<file path="config.mk">
export PLATFORM = sky130hd
export DESIGN_NAME = channel_overload_shutdown_timing
export DESIGN_NICKNAME = d
export VERILOG_FILES = /design/src/overload_timer.v /design/src/channel_overload_shutdown_timing.v
export VERILOG_INCLUDE_DIRS = /design/src /design/src/src
export SDC_FILE = /design/constraint.sdc
export NUM_CORES = 2
export LEC_CHECK = 0
export ABC_AREA = 1
export BUFFER_PORTS_ARGS = -buffer_cell sky130_fd_sc_hd__buf_4
export CAP_MARGIN = 20
export CORE_ASPECT_RATIO = 0.9
export CORE_UTILIZATION = 40
export DETAILED_ROUTE_END_ITERATION = 10
export HOLD_SLACK_MARGIN = 0.15
export SYNTH_ARGS = -nofsm -noshare
export SYNTH_HDL_FRONTEND = slang
export SYNTH_SLANG_ARGS = --single-unit
</file>
<file path="constraint.sdc">
create_clock -name core_clk -period 14 [get_ports core_clk]
set_clock_uncertainty 0.15 [all_clocks]
set_input_delay 2.8 -clock core_clk [delete_from_list [all_inputs] [get_ports core_clk]]
set_output_delay 2.8 -clock core_clk [all_outputs]
set_load 0.02 [all_outputs]
</file>
<file path="src/overload_timing_regs.vh">
// register offsets, field positions, reset values and timing counts for the overload shutdown timers
`ifndef OVERLOAD_TIMING_REGS_VH
`define OVERLOAD_TIMING_REGS_VH

// register offsets (8-bit address space)
`define OFS_SUPPLY_LIMIT_ACTIVE_TIMING 8'h9d
`define OFS_SUPPLY_OVERCURRENT_TIMING  8'h9e
`define OFS_LINE_OVERCURRENT_TIMING    8'h9f
`define OFS_CHANNEL_STATUS             8'ha0
`define OFS_CHANNEL_REENABLE           8'ha1

// field positions
`define FLD_SCALE_BIT   7
`define FLD_BASE_HI     6
`define FLD_BASE_LO     5
`define FLD_TIME_MULTIPLIER_HI     4
`define FLD_TIME_MULTIPLIER_LO     0

// reset value of each timing register: scale 10, base 100 us, multiplier 1
`define TIMING_RESET    8'h21

// disable-time scale factors
`define SCALE_LOW       7'd10
`define SCALE_HIGH      7'd100

// time bases in microseconds
`define BASE0_US        20
`define BASE1_US        100
`define BASE2_US        1000
`define BASE3_US        10000

// time bases counted in 20 us ticks, sized for the timer's base counter
`define BASE0_TICKS     10'd1
`define BASE1_TICKS     10'd5
`define BASE2_TICKS     10'd50
`define BASE3_TICKS     10'd500

// clock rate and derived ticks per base unit (20 us)
`define CLK_MHZ         10
`define TICK_US         20
`define TICK_CYCLES     (`TICK_US * `CLK_MHZ)

`endif

</file>
<file path="src/overload_timer.v">
// one condition timer: detection count then disable hold, counted in 20 us ticks
`timescale 1ns/100ps
module overload_timer (
    // clock and reset
    input  wire        clk,
    input  wire        rstnSync,
    // timing
    input  wire        tick,
    input  wire [7:0]  timing,
    // condition and control
    input  wire        fault,
    input  wire        reEnable,
    // results
    output reg         shutDown,
    output reg         holding
);
`include "overload_timing_regs.vh"

    localparam [2:0] ST_WATCH = 3'b001;
    localparam [2:0] ST_HOLD  = 3'b010;
    localparam [2:0] ST_OFF   = 3'b100;

    // ticks of 20 us per base code
    function [9:0] baseTicks;
        input [1:0] code;
        begin
            case (code)
                2'b00:   baseTicks = `BASE0_TICKS;
                2'b01:   baseTicks = `BASE1_TICKS;
                2'b10:   baseTicks = `BASE2_TICKS;
                default: baseTicks = `BASE3_TICKS;
            endcase
        end
    endfunction

    wire [4:0]  time_multiplier   = timing[`FLD_TIME_MULTIPLIER_HI:`FLD_TIME_MULTIPLIER_LO];
    wire [1:0]  base   = timing[`FLD_BASE_HI:`FLD_BASE_LO];
    wire [6:0]  scale  = timing[`FLD_SCALE_BIT] ? `SCALE_HIGH : `SCALE_LOW;
    wire [14:0] detTicks = baseTicks(base) * time_multiplier;
    wire [21:0] offTicks = detTicks * scale;

    reg [2:0]  state_q;
    reg [21:0] count_q;

    // detection runs only while the fault persists; a glitch restarts the count
    always @(posedge clk or negedge rstnSync) begin
        if (!rstnSync) begin
            state_q  <= ST_WATCH;
            count_q  <= 22'h000000;
            shutDown <= 1'b0;
            holding  <= 1'b0;
        end else begin
            case (state_q)
                ST_WATCH: begin
                    if (!fault || time_multiplier == 5'h00) begin
                        count_q <= 22'h000000;
                    end else if (tick) begin
                        if (count_q + 22'h000001 >= {7'h00, detTicks}) begin
                            state_q  <= ST_HOLD;
                            shutDown <= 1'b1;
                            holding  <= 1'b1;
                            count_q  <= 22'h000000;
                        end else begin
                            count_q <= count_q + 22'h000001;
                        end
                    end
                end
                ST_HOLD: begin
                    if (tick) begin
                        if (count_q + 22'h000001 >= offTicks) begin
                            state_q <= ST_OFF;
                            holding <= 1'b0;
                        end else begin
                            count_q <= count_q + 22'h000001;
                        end
                    end
                end
                ST_OFF: begin
                    // stays off until software re-enables after the hold
                    if (reEnable) begin
                        state_q  <= ST_WATCH;
                        shutDown <= 1'b0;
                        count_q  <= 22'h000000;
                    end
                end
                default: begin
                    state_q  <= ST_WATCH;
                    shutDown <= 1'b0;
                    holding  <= 1'b0;
                    count_q  <= 22'h000000;
                end
            endcase
        end
    end
endmodule

</file>
<file path="src/channel_overload_shutdown_timing.v">
// top of the overload shutdown timing block: register port, fault sync, three timers per channel
// Function
// - the limit-active timer uses bit 7 to pick a disable scale of 10 (0) or 100 (1).
// - the limit-active timer takes its base from bits 6:5 as 20 us, 100 us, 1 ms or 10 ms.
// - the limit-active timer multiplier is bits 4:0, with zero turning automatic shutdown off.
// - limit-active detect time is base times multiplier and its off time is that times the scale.
// - supply overcurrent detect time is its own base times its own 5-bit multiplier, zero disables.
// - supply overcurrent base comes from bits 6:5 with the same four codes.
// - supply overcurrent bit 7 picks a disable scale of 10 or 100.
// - supply overcurrent off time is its detect time times its scale.
// - line overcurrent detect time is base times a 5-bit multiplier, zero disables.
// - line overcurrent off time is detect time times the scale from bit 7.
// - line overcurrent base comes from bits 6:5 and resets to code 01.
`timescale 1ns/100ps
module channel_overload_shutdown_timing #(
    parameter CHANNELS = 4
) (
    // clock and reset
    input  wire                  core_clk,
    input  wire                  rstn,
    // register port
    input  wire [7:0]            addr,
    input  wire [7:0]            wrData,
    input  wire                  wrStrobe,
    input  wire                  rdStrobe,
    output reg  [7:0]            rdData,
    // fault sensors per channel, asynchronous
    input  wire [CHANNELS-1:0]   supplyLimitActive,
    input  wire [CHANNELS-1:0]   supplyOvercurrent,
    input  wire [CHANNELS-1:0]   lineOvercurrent,
    // shutdown outputs per channel
    output reg  [CHANNELS-1:0]   supplyOff,
    output reg  [CHANNELS-1:0]   lineOff
);
`include "overload_timing_regs.vh"

    // reset release synchroniser
    reg rstMeta_q;
    reg rstnSync;
    always @(posedge core_clk or negedge rstn) begin
        if (!rstn) begin
            rstMeta_q <= 1'b0;
            rstnSync  <= 1'b0;
        end else begin
            rstMeta_q <= 1'b1;
            rstnSync  <= rstMeta_q;
        end
    end

    // 20 us tick divider; all base codes are whole multiples of it
    localparam integer TICK_END  = `TICK_CYCLES - 1;
    localparam [11:0]  TICK_LAST = TICK_END[11:0];
    reg [11:0] div_q;
    reg        tick_q;
    always @(posedge core_clk or negedge rstnSync) begin
        if (!rstnSync) begin
            div_q  <= 12'h000;
            tick_q <= 1'b0;
        end else begin
            tick_q <= (div_q == TICK_LAST);
            div_q  <= (div_q == TICK_LAST) ? 12'h000 : div_q + 12'h001;
        end
    end

    // timing registers
    reg [7:0] limitTiming_q;
    reg [7:0] ovcTiming_q;
    reg [7:0] lineTiming_q;
    reg [CHANNELS-1:0] reEnable_q;   // one-cycle pulse per channel
    always @(posedge core_clk or negedge rstnSync) begin
        if (!rstnSync) begin
            limitTiming_q <= `TIMING_RESET;
            ovcTiming_q   <= `TIMING_RESET;
            lineTiming_q  <= `TIMING_RESET;
            reEnable_q    <= {CHANNELS{1'b0}};
        end else begin
            reEnable_q <= {CHANNELS{1'b0}};
            if (wrStrobe) begin
                case (addr)
                    `OFS_SUPPLY_LIMIT_ACTIVE_TIMING: limitTiming_q <= wrData;
                    `OFS_SUPPLY_OVERCURRENT_TIMING:  ovcTiming_q   <= wrData;
                    `OFS_LINE_OVERCURRENT_TIMING:    lineTiming_q  <= wrData;
                    `OFS_CHANNEL_REENABLE:           reEnable_q    <= wrData[CHANNELS-1:0];
                    default: ;
                endcase
            end
        end
    end

    // fault inputs pass two flip-flops before the timers see them
    reg [3*CHANNELS-1:0] faultMeta_q;
    reg [3*CHANNELS-1:0] faultSync_q;
    always @(posedge core_clk or negedge rstnSync) begin
        if (!rstnSync) begin
            faultMeta_q <= {3*CHANNELS{1'b0}};
            faultSync_q <= {3*CHANNELS{1'b0}};
        end else begin
            faultMeta_q <= {lineOvercurrent, supplyOvercurrent, supplyLimitActive};
            faultSync_q <= faultMeta_q;
        end
    end

    // three timers per channel: limit-active, supply overcurrent, line overcurrent
    // hold state stays inside each timer; only the shutdown level leaves it
    wire [3*CHANNELS-1:0] timerOff;
    genvar g;
    generate
        for (g = 0; g < 3*CHANNELS; g = g + 1) begin : gTimer
            wire [7:0] cfg = (g < CHANNELS) ? limitTiming_q :
                             (g < 2*CHANNELS) ? ovcTiming_q : lineTiming_q;
            overload_timer uTimer (
                .clk      (core_clk),
                .rstnSync (rstnSync),
                .tick     (tick_q),
                .timing   (cfg),
                .fault    (faultSync_q[g]),
                .reEnable (reEnable_q[g % CHANNELS]),
                .shutDown (timerOff[g]),
                .holding  ()
            );
        end
    endgenerate

    // registered shutdown outputs; supply switch opens on either supply condition
    always @(posedge core_clk or negedge rstnSync) begin
        if (!rstnSync) begin
            supplyOff <= {CHANNELS{1'b0}};
            lineOff   <= {CHANNELS{1'b0}};
        end else begin
            supplyOff <= timerOff[CHANNELS-1:0] | timerOff[2*CHANNELS-1:CHANNELS];
            lineOff   <= timerOff[3*CHANNELS-1:2*CHANNELS];
        end
    end

    // read data valid the cycle after the strobe, zero otherwise and for unmapped addresses
    always @(posedge core_clk or negedge rstnSync) begin
        if (!rstnSync) begin
            rdData <= 8'h00;
        end else if (rdStrobe) begin
            case (addr)
                `OFS_SUPPLY_LIMIT_ACTIVE_TIMING: rdData <= limitTiming_q;
                `OFS_SUPPLY_OVERCURRENT_TIMING:  rdData <= ovcTiming_q;
                `OFS_LINE_OVERCURRENT_TIMING:    rdData <= lineTiming_q;
                `OFS_CHANNEL_STATUS:             rdData <= {supplyOff, lineOff};
                default:                         rdData <= 8'h00;
            endcase
        end else begin
            rdData <= 8'h00;
        end
    end
endmodule

</file>
# After elaboration in Yosys (flattened, before gate mapping)

Index checks and enable logic that the tools add are counted.

Word-level logic and storage cells: 533
Bits of input ports: 32
Output and inout bits: 16
Flip-flop bits (word level): 395

Eq/ne operators: 144
Add/subtract/negate cells: 13
Bitwise gates (word level): 13
Muxes and demuxes: 215
Multiply operators: 6
Reduce and logical (&&, ||, !) cells: 69
Order comparisons: 24

Operators by type and width:

| operator                                                                 | number |
|---|---|
| 22-bit two-way mux                                                       | 64 |
| 22-bit one-hot mux with 3 select lines                                   | 12 |
| 22-bit by 1-bit adder with 22-bit output (second input constant)         | 12 |
| 22-bit >= comparator                                                     | 12 |
| 22-bit by 15-bit >= comparator with 1-bit output                         | 10 |
| 3-bit two-way mux                                                        | 64 |
| 2-bit inequality test (second input constant)                            | 60 |
| 3-bit one-hot mux with 3 select lines                                    | 12 |
| 9-bit one-hot mux with 3 select lines                                    | 3 |
| 6-bit AND reduction                                                      | 12 |
| 15-bit by 7-bit multiplier with 22-bit output                            | 3 |
| 5-bit AND reduction                                                      | 12 |
| 2-bit by 1-bit inequality test with 1-bit output (second input constant) | 24 |
| 4-bit AND reduction                                                      | 12 |
| 22-bit by 14-bit >= comparator with 1-bit output                         | 2 |
| 8-bit equality test (second input constant)                              | 5 |
| 1-bit two-way mux                                                        | 40 |
| 3-bit by 1-bit equality test with 1-bit output (second input constant)   | 12 |
| 3-bit by 2-bit equality test with 1-bit output (second input constant)   | 12 |
| 3-bit equality test (second input constant)                              | 12 |
| 3-bit by 2-bit inequality test with 1-bit output (second input constant) | 12 |
| 1-bit one-hot mux with 3 select lines                                    | 12 |
| 8-bit one-hot mux with 4 select lines                                    | 1 |
| 9-bit by 5-bit multiplier with 14-bit output                             | 2 |
| 16 further kinds                                                         | 62 |

# Logic depth before layout (Yosys ltp)

Depth in word-level cells: 8
Gate-level depth with buffers: 54
Gate-level depth less buffers: 53

# Cells and area by module

Synthesis repeated with hierarchy kept, for this count alone.

Cells, all modules: 11204
Area total of the unflattened synthesis: 80055.5 um^2

By module, submodules not included:

| module                                 | sequential area each (um^2) | cells an instance | instances | area each (um^2) |
|---|---|---|---|---|
| overload_timer at gTimer[0].uTimer ... | 676.9                       | 901               | 7         | 6366.1 |
| overload_timer at gTimer[6].uTimer     | 676.9                       | 940               | 1         | 6557.5 |
| overload_timer at gTimer[8].uTimer     | 676.9                       | 922               | 1         | 6467.5 |
| overload_timer at gTimer[5].uTimer     | 676.9                       | 906               | 1         | 6458.7 |
| overload_timer at gTimer[7].uTimer     | 676.9                       | 893               | 1         | 6399.9 |
| overload_timer at gTimer[9].uTimer     | 676.9                       | 910               | 1         | 6338.6 |
| channel_overload_shutdown_timing       | 2084.5                      | 326               | 1         | 3270.6 |

# Worst setup path after synthesis

No wires, ideal clock.

Kind: register -> register
From: register ovcTiming_q[6], in the netlist gTimer[4].cfg[6]
To: register gTimer[5].uTimer.count_q[13]
Data required time: 13.732 ns
Slack: 5.272 ns
Period minus slack after synthesis: 8.728 ns
Stages on the path, launching flop included: 44
Library setup time: 0.118 ns
Path buffers: 3
Arrival: 8.460 ns
Cells stage by stage: dfrtp_1 > clkbuf_1 > or2_2 > fa_1 > fa_1 > fa_1 > inv_1 > ha_1 > nand2_1 > nor2_1 > a211oi_1 > nor2_1 > o21ai_0 > nand2_1 > xnor2_1 > or2_2 > clkbuf_1 > o21ai_0 > (+8 left out) > inv_1 > nor2_1 > nor2_1 > o21bai_1 > xnor2_1 > ha_1 > nand2_1 > nor3_1 > and3_1 > nand4_1 > nand2_1 > nor2_1 > nand3_1 > nand3_2 > nand2_2 > buf_6 > nand2_1 > nand2_1

Word-level cells in the longest chain between the ends: 8
Elaborated cells between the ends (all ways): 14
Those cells by class: mul: 2; order compare: 2; eq/ne: 3; mux: 5; reduce/logical: 2

RTL lines:

| element                                                                               | line                                  | text |
|---|---|---|
| from (decl)                                                                           | channel_overload_shutdown_timing.v:67 | `reg [7:0] ovcTiming_q;` |
| from (signal assigned)                                                                | channel_overload_shutdown_timing.v:73 | `` ovcTiming_q <= `TIMING_RESET; `` |
| from (signal assigned)                                                                | channel_overload_shutdown_timing.v:81 | `` `OFS_SUPPLY_OVERCURRENT_TIMING: ovcTiming_q <= wrData; `` |
| 2-bit equality test (tied with other cells)                                           | overload_timer.v:27                   | `case (code)` |
| 9-bit one-hot mux with 3 select lines (*)                                             | overload_timer.v:27                   |  |
| 9-bit by 5-bit multiplier with 14-bit output (*)                                      | overload_timer.v:39                   | `wire [14:0] detTicks = baseTicks(base) * time_multiplier;` |
| branches (longest 5 deep; another with 15-bit by 7-bit multiplier with 22-bit output) | -                                     |  |
| to (signal assigned)                                                                  | overload_timer.v:64                   | `count_q <= count_q + 22'h000001;` |
| to (signal assigned)                                                                  | overload_timer.v:74                   | `count_q <= count_q + 22'h000001;` |
| to (decl)                                                                             | overload_timer.v:43                   | `reg [21:0] count_q;` |

Mark *: on every way between the ends. The select of a mux whose other input is x is not followed.
A chain may end at the register's enable or synchronous reset.

# Final worst setup path

From: register lineTiming_q[6], in the netlist gTimer[10].cfg[6]
To: register gTimer[9].uTimer.count_q[12]

Word-level cells in the longest chain between the ends: 8
Elaborated cells between the ends (all ways): 14
Those cells by class: mul: 2; order compare: 2; eq/ne: 3; mux: 5; reduce/logical: 2

RTL lines:

| element                                                                               | line                                  | text |
|---|---|---|
| from (decl)                                                                           | channel_overload_shutdown_timing.v:68 | `reg [7:0] lineTiming_q;` |
| from (signal assigned)                                                                | channel_overload_shutdown_timing.v:74 | `` lineTiming_q <= `TIMING_RESET; `` |
| from (signal assigned)                                                                | channel_overload_shutdown_timing.v:82 | `` `OFS_LINE_OVERCURRENT_TIMING: lineTiming_q <= wrData; `` |
| 2-bit equality test (tied with other cells)                                           | overload_timer.v:27                   |  |
| 9-bit one-hot mux with 3 select lines (*)                                             | overload_timer.v:27                   |  |
| 10-bit by 5-bit multiplier with 15-bit output (*)                                     | overload_timer.v:39                   |  |
| branches (longest 5 deep; another with 15-bit by 7-bit multiplier with 22-bit output) | -                                     |  |
| to (signal assigned)                                                                  | overload_timer.v:64                   |  |
| to (signal assigned)                                                                  | overload_timer.v:74                   |  |
| to (decl)                                                                             | overload_timer.v:43                   |  |

Marked as above.

==> summary.md <==
| Metric | Value |
|---|---|
| CTS tree | done |
| DR pass1 iterations | 9 |
| Req. time, crit path | 14.39 ns |
| Max clock buf depth | 3 |
| Core ar. | 111,000 µm² |
| Most frequent cell on the critical path | nand2_1 |
| CTS Buf Count | 51 |
| Post-synth top flop | dfrtp_1 |
| Routed WL | 129 mm |
| Die width | 356 µm |
| Largest net degree at the start of global routing | 149 |
| Post-CTS setup buffer count | 0 |
| Worst slew pin tran | 1.11 ns |
| Clock Latency Late Sink | 0.65 ns |
| Nets | 7,240 |
| Remaining Overflow, GRT | 0 |
| # fillers | 11,374 |
| Via count | 40,760 |
| Synth cell types | 68 |
| DRC Markers | 6 |
| DR vias/cell | 5.16 |
| Share of the yosys chip area belonging to registers | 0.219 |
| GRT Overall Usage | 0.229 |
| Global-route wire length before repair | 210 mm |
| Slew headroom | 0.252 |
| Slowest CP cell | xor2_1 |
| Failing checks | design-rule violations |
| Yosys warns | 0 |
| EDFF count, synth | 0 |
| Post-DP HPWL | 101 mm |
| Largest delay share family, worst path | adder cells |
| Mapped Cells | 6,386 |
| Multi-input logic area | 31,000 µm² |
| Initial core utilization | 0.405 |
| Worst vdd ir | 0.0000851 V |
| Die ar. | 114,000 µm² |
| CP Launch Type | flop |
| Avg Cell Area, Syn | 7.07 µm² |
| Buffers and inverters on the worst path | 4 |
| Worst-path fanout max | 23 |
| CTS root buf | clkbuf_16 |
| Pwr dens | 65.0 nW/µm² |
| FP Rows | 116 |
| Final worst slack | 2.91 ns |
| # IOs | 48 |
| Final period util | 0.792 |
| Buffers on Ports | 47 |
| Hold buffers post-CTS | 0 |
| Max-slew violation count | 0 |
| Max_cap viols | 0 |
| Pleak | 27.4 nW |
| DR WL/cell | 16.4 µm |
| Tmin final | 11.09 ns |
| Flops & latches, synth | 395 |
| FMAX | 90.2 MHz |
| H-tree lvl count | 2 |
| Die Height | 321 µm |
| Area grow syn2layout | 7.91% |
| Max incr delay on CP | 0.70 ns |
| Clk sink count | 395 |
| Vias in the first global route | 38,904 |
| Arr. time, crit path | 11.47 ns |
| DR iter-0 viols | 3,433 |
| Count of final hold-check violations | 0 |
| Element type at the critical path end | flop |
| Status | finished, violations left |
| Hold Path Class | flop to flop |
| Register area | 9910 µm² |
| Most frequent cells in the layout | nand2_1 (1,726), inv_1 (920), ha_1 (706) |
| Most common cell after layout, fill and taps aside | nand2_1 |
| Fraction of layout cells with a size suffix above 1 | 0.0571 |
| Initial antenna violation count | 5 |
| DP Worst Slack | 2.96 ns |
| Antenna viol nets, final | 0 |
| TNS Setup | 0 ns |
| # diodes | 0 |
| Clock-pin transition on the worst setup and hold timing paths | 0.06 ns |
| Cts repair resizes | 0 |
| GP Congestion | 0.896 |
| Synth async-reset ratio | 1.00 |
| WS Path Type | flop to flop |
| Cell Area, Synth | 45,100 µm² |
| RSZ-0062 raised after global routing | no |
| Setup-failing EPs final | 0 |
## kinds of logic (layout without fill, tap and decap cells)
group	after synthesis	in the layout	synth area share
adders and majority gates	826	826	0.249
xor gates and xnor gates	249	249	0.0490
and+or+nand+nor	3182	3182	0.305
AOI/OAI and AO/OA	652	652	0.0823
buffers and inverters	1080	1116	0.0952
DFF	395	395	0.219
other	2	4	0.000166
## cells in the mapped netlist (all sizes together) (12+ instances only)
library cell	number	area, µm²
o211ai	12	90.1
a21o	14	105
xor2	192	1700
dfstp	18	473
buf	55	443
a21boi	36	270
nor2	611	2460
fa	120	2400
nor3	118	627
o21bai	36	274
ha	706	8830
o21a	16	120
o21ai	161	825
nand3b	20	150
a21oi	317	1590
or2	47	294
inv	928	3480
clkbuf	91	347
xnor2	57	507
nand2	1755	6680
a31oi	22	144
nand4	162	1020
nor4	12	81.3
nand3	442	2350
dfrtp	377	9430
## path summary, 6_finish.rpt
| path | slack, ns | cells past startpoint | from | endpoint |
|---|---|---|---|---|
| min in group asynchronous | 0.20 | 0 | rstnSync | faultMeta_q[11] |
| hold reg to reg | 0.16 | 0 | faultMeta_q[1] | faultSync_q[1] |
| setup reg to reg | 2.91 | 45 | gTimer[10].cfg[6] | gTimer[9].uTimer.count_q[12] |
| max in group asynchronous | 11.24 | 2 | rstnSync | gTimer[3].uTimer.count_q[3] |
| hold / removal | 0.16 | 0 | faultMeta_q[1] | faultSync_q[1] |
| setup / recovery | 2.91 | 45 | gTimer[10].cfg[6] | gTimer[9].uTimer.count_q[12] |
## final cells by class
class / count / area share
clock inverters: 36 / 0.00922
flip-flops and latches: 395 / 0.203
well taps: 1475 / 0.0379
clock buffers: 59 / 0.0279
inverters: 934 / 0.0720
multi-input cells: 4913 / 0.636
repair buffers: 87 / 0.0137
## power breakdown
part | internal [mW] | switching [mW] | total [mW]
Clock | 0.851 | 0.585 | 1.44
Sequential | 1.16 | 0.0264 | 1.19
Combinational | 0.156 | 0.388 | 0.544
Total | 2.17 | 1.00 | 3.17
## registers in the layout, indices dropped and copies added (netlist names)
name	cells
gTimer.uTimer.count_q	264
gTimer.uTimer.state_q	36
gTimer.cfg	24
div_q	12
faultMeta_q	12
faultSync_q	12
gTimer.uTimer.shutDown	12
rdData	8
lineOff	4
reEnable_q	4
supplyOff	4
rstMeta_q	1
rstnSync	1
tick_q	1
## through the flow
| stage | power (mW) | util | std cells | instance area [µm²] | hold slack [ns] |
|---|---|---|---|---|---|
| global route | 3.33 | 0.437 | 7899 | 48700 | 0.190 |
| detailed placement | 1.75 | 0.421 | 7804 | 46900 | 0.185 |
| global placement | 1.74 | 0.421 | 7804 | 46900 | 0.183 |
| finish | 3.17 | 0.437 | 7899 | 48700 | 0.158 |
| floorplan | 1.59 | - | 6388 | 45100 | 0.181 |
| CTS | 3.21 | 0.437 | 7899 | 48700 | 0.169 |
## per-layer routing
metal	track usage	part of all wire
met1	0.341	0.50
met2	0.343	0.42
met3	0.0302	0.059
met4	0.0619	0.025
met5	0	0
(Power assumes the default switching activity.)
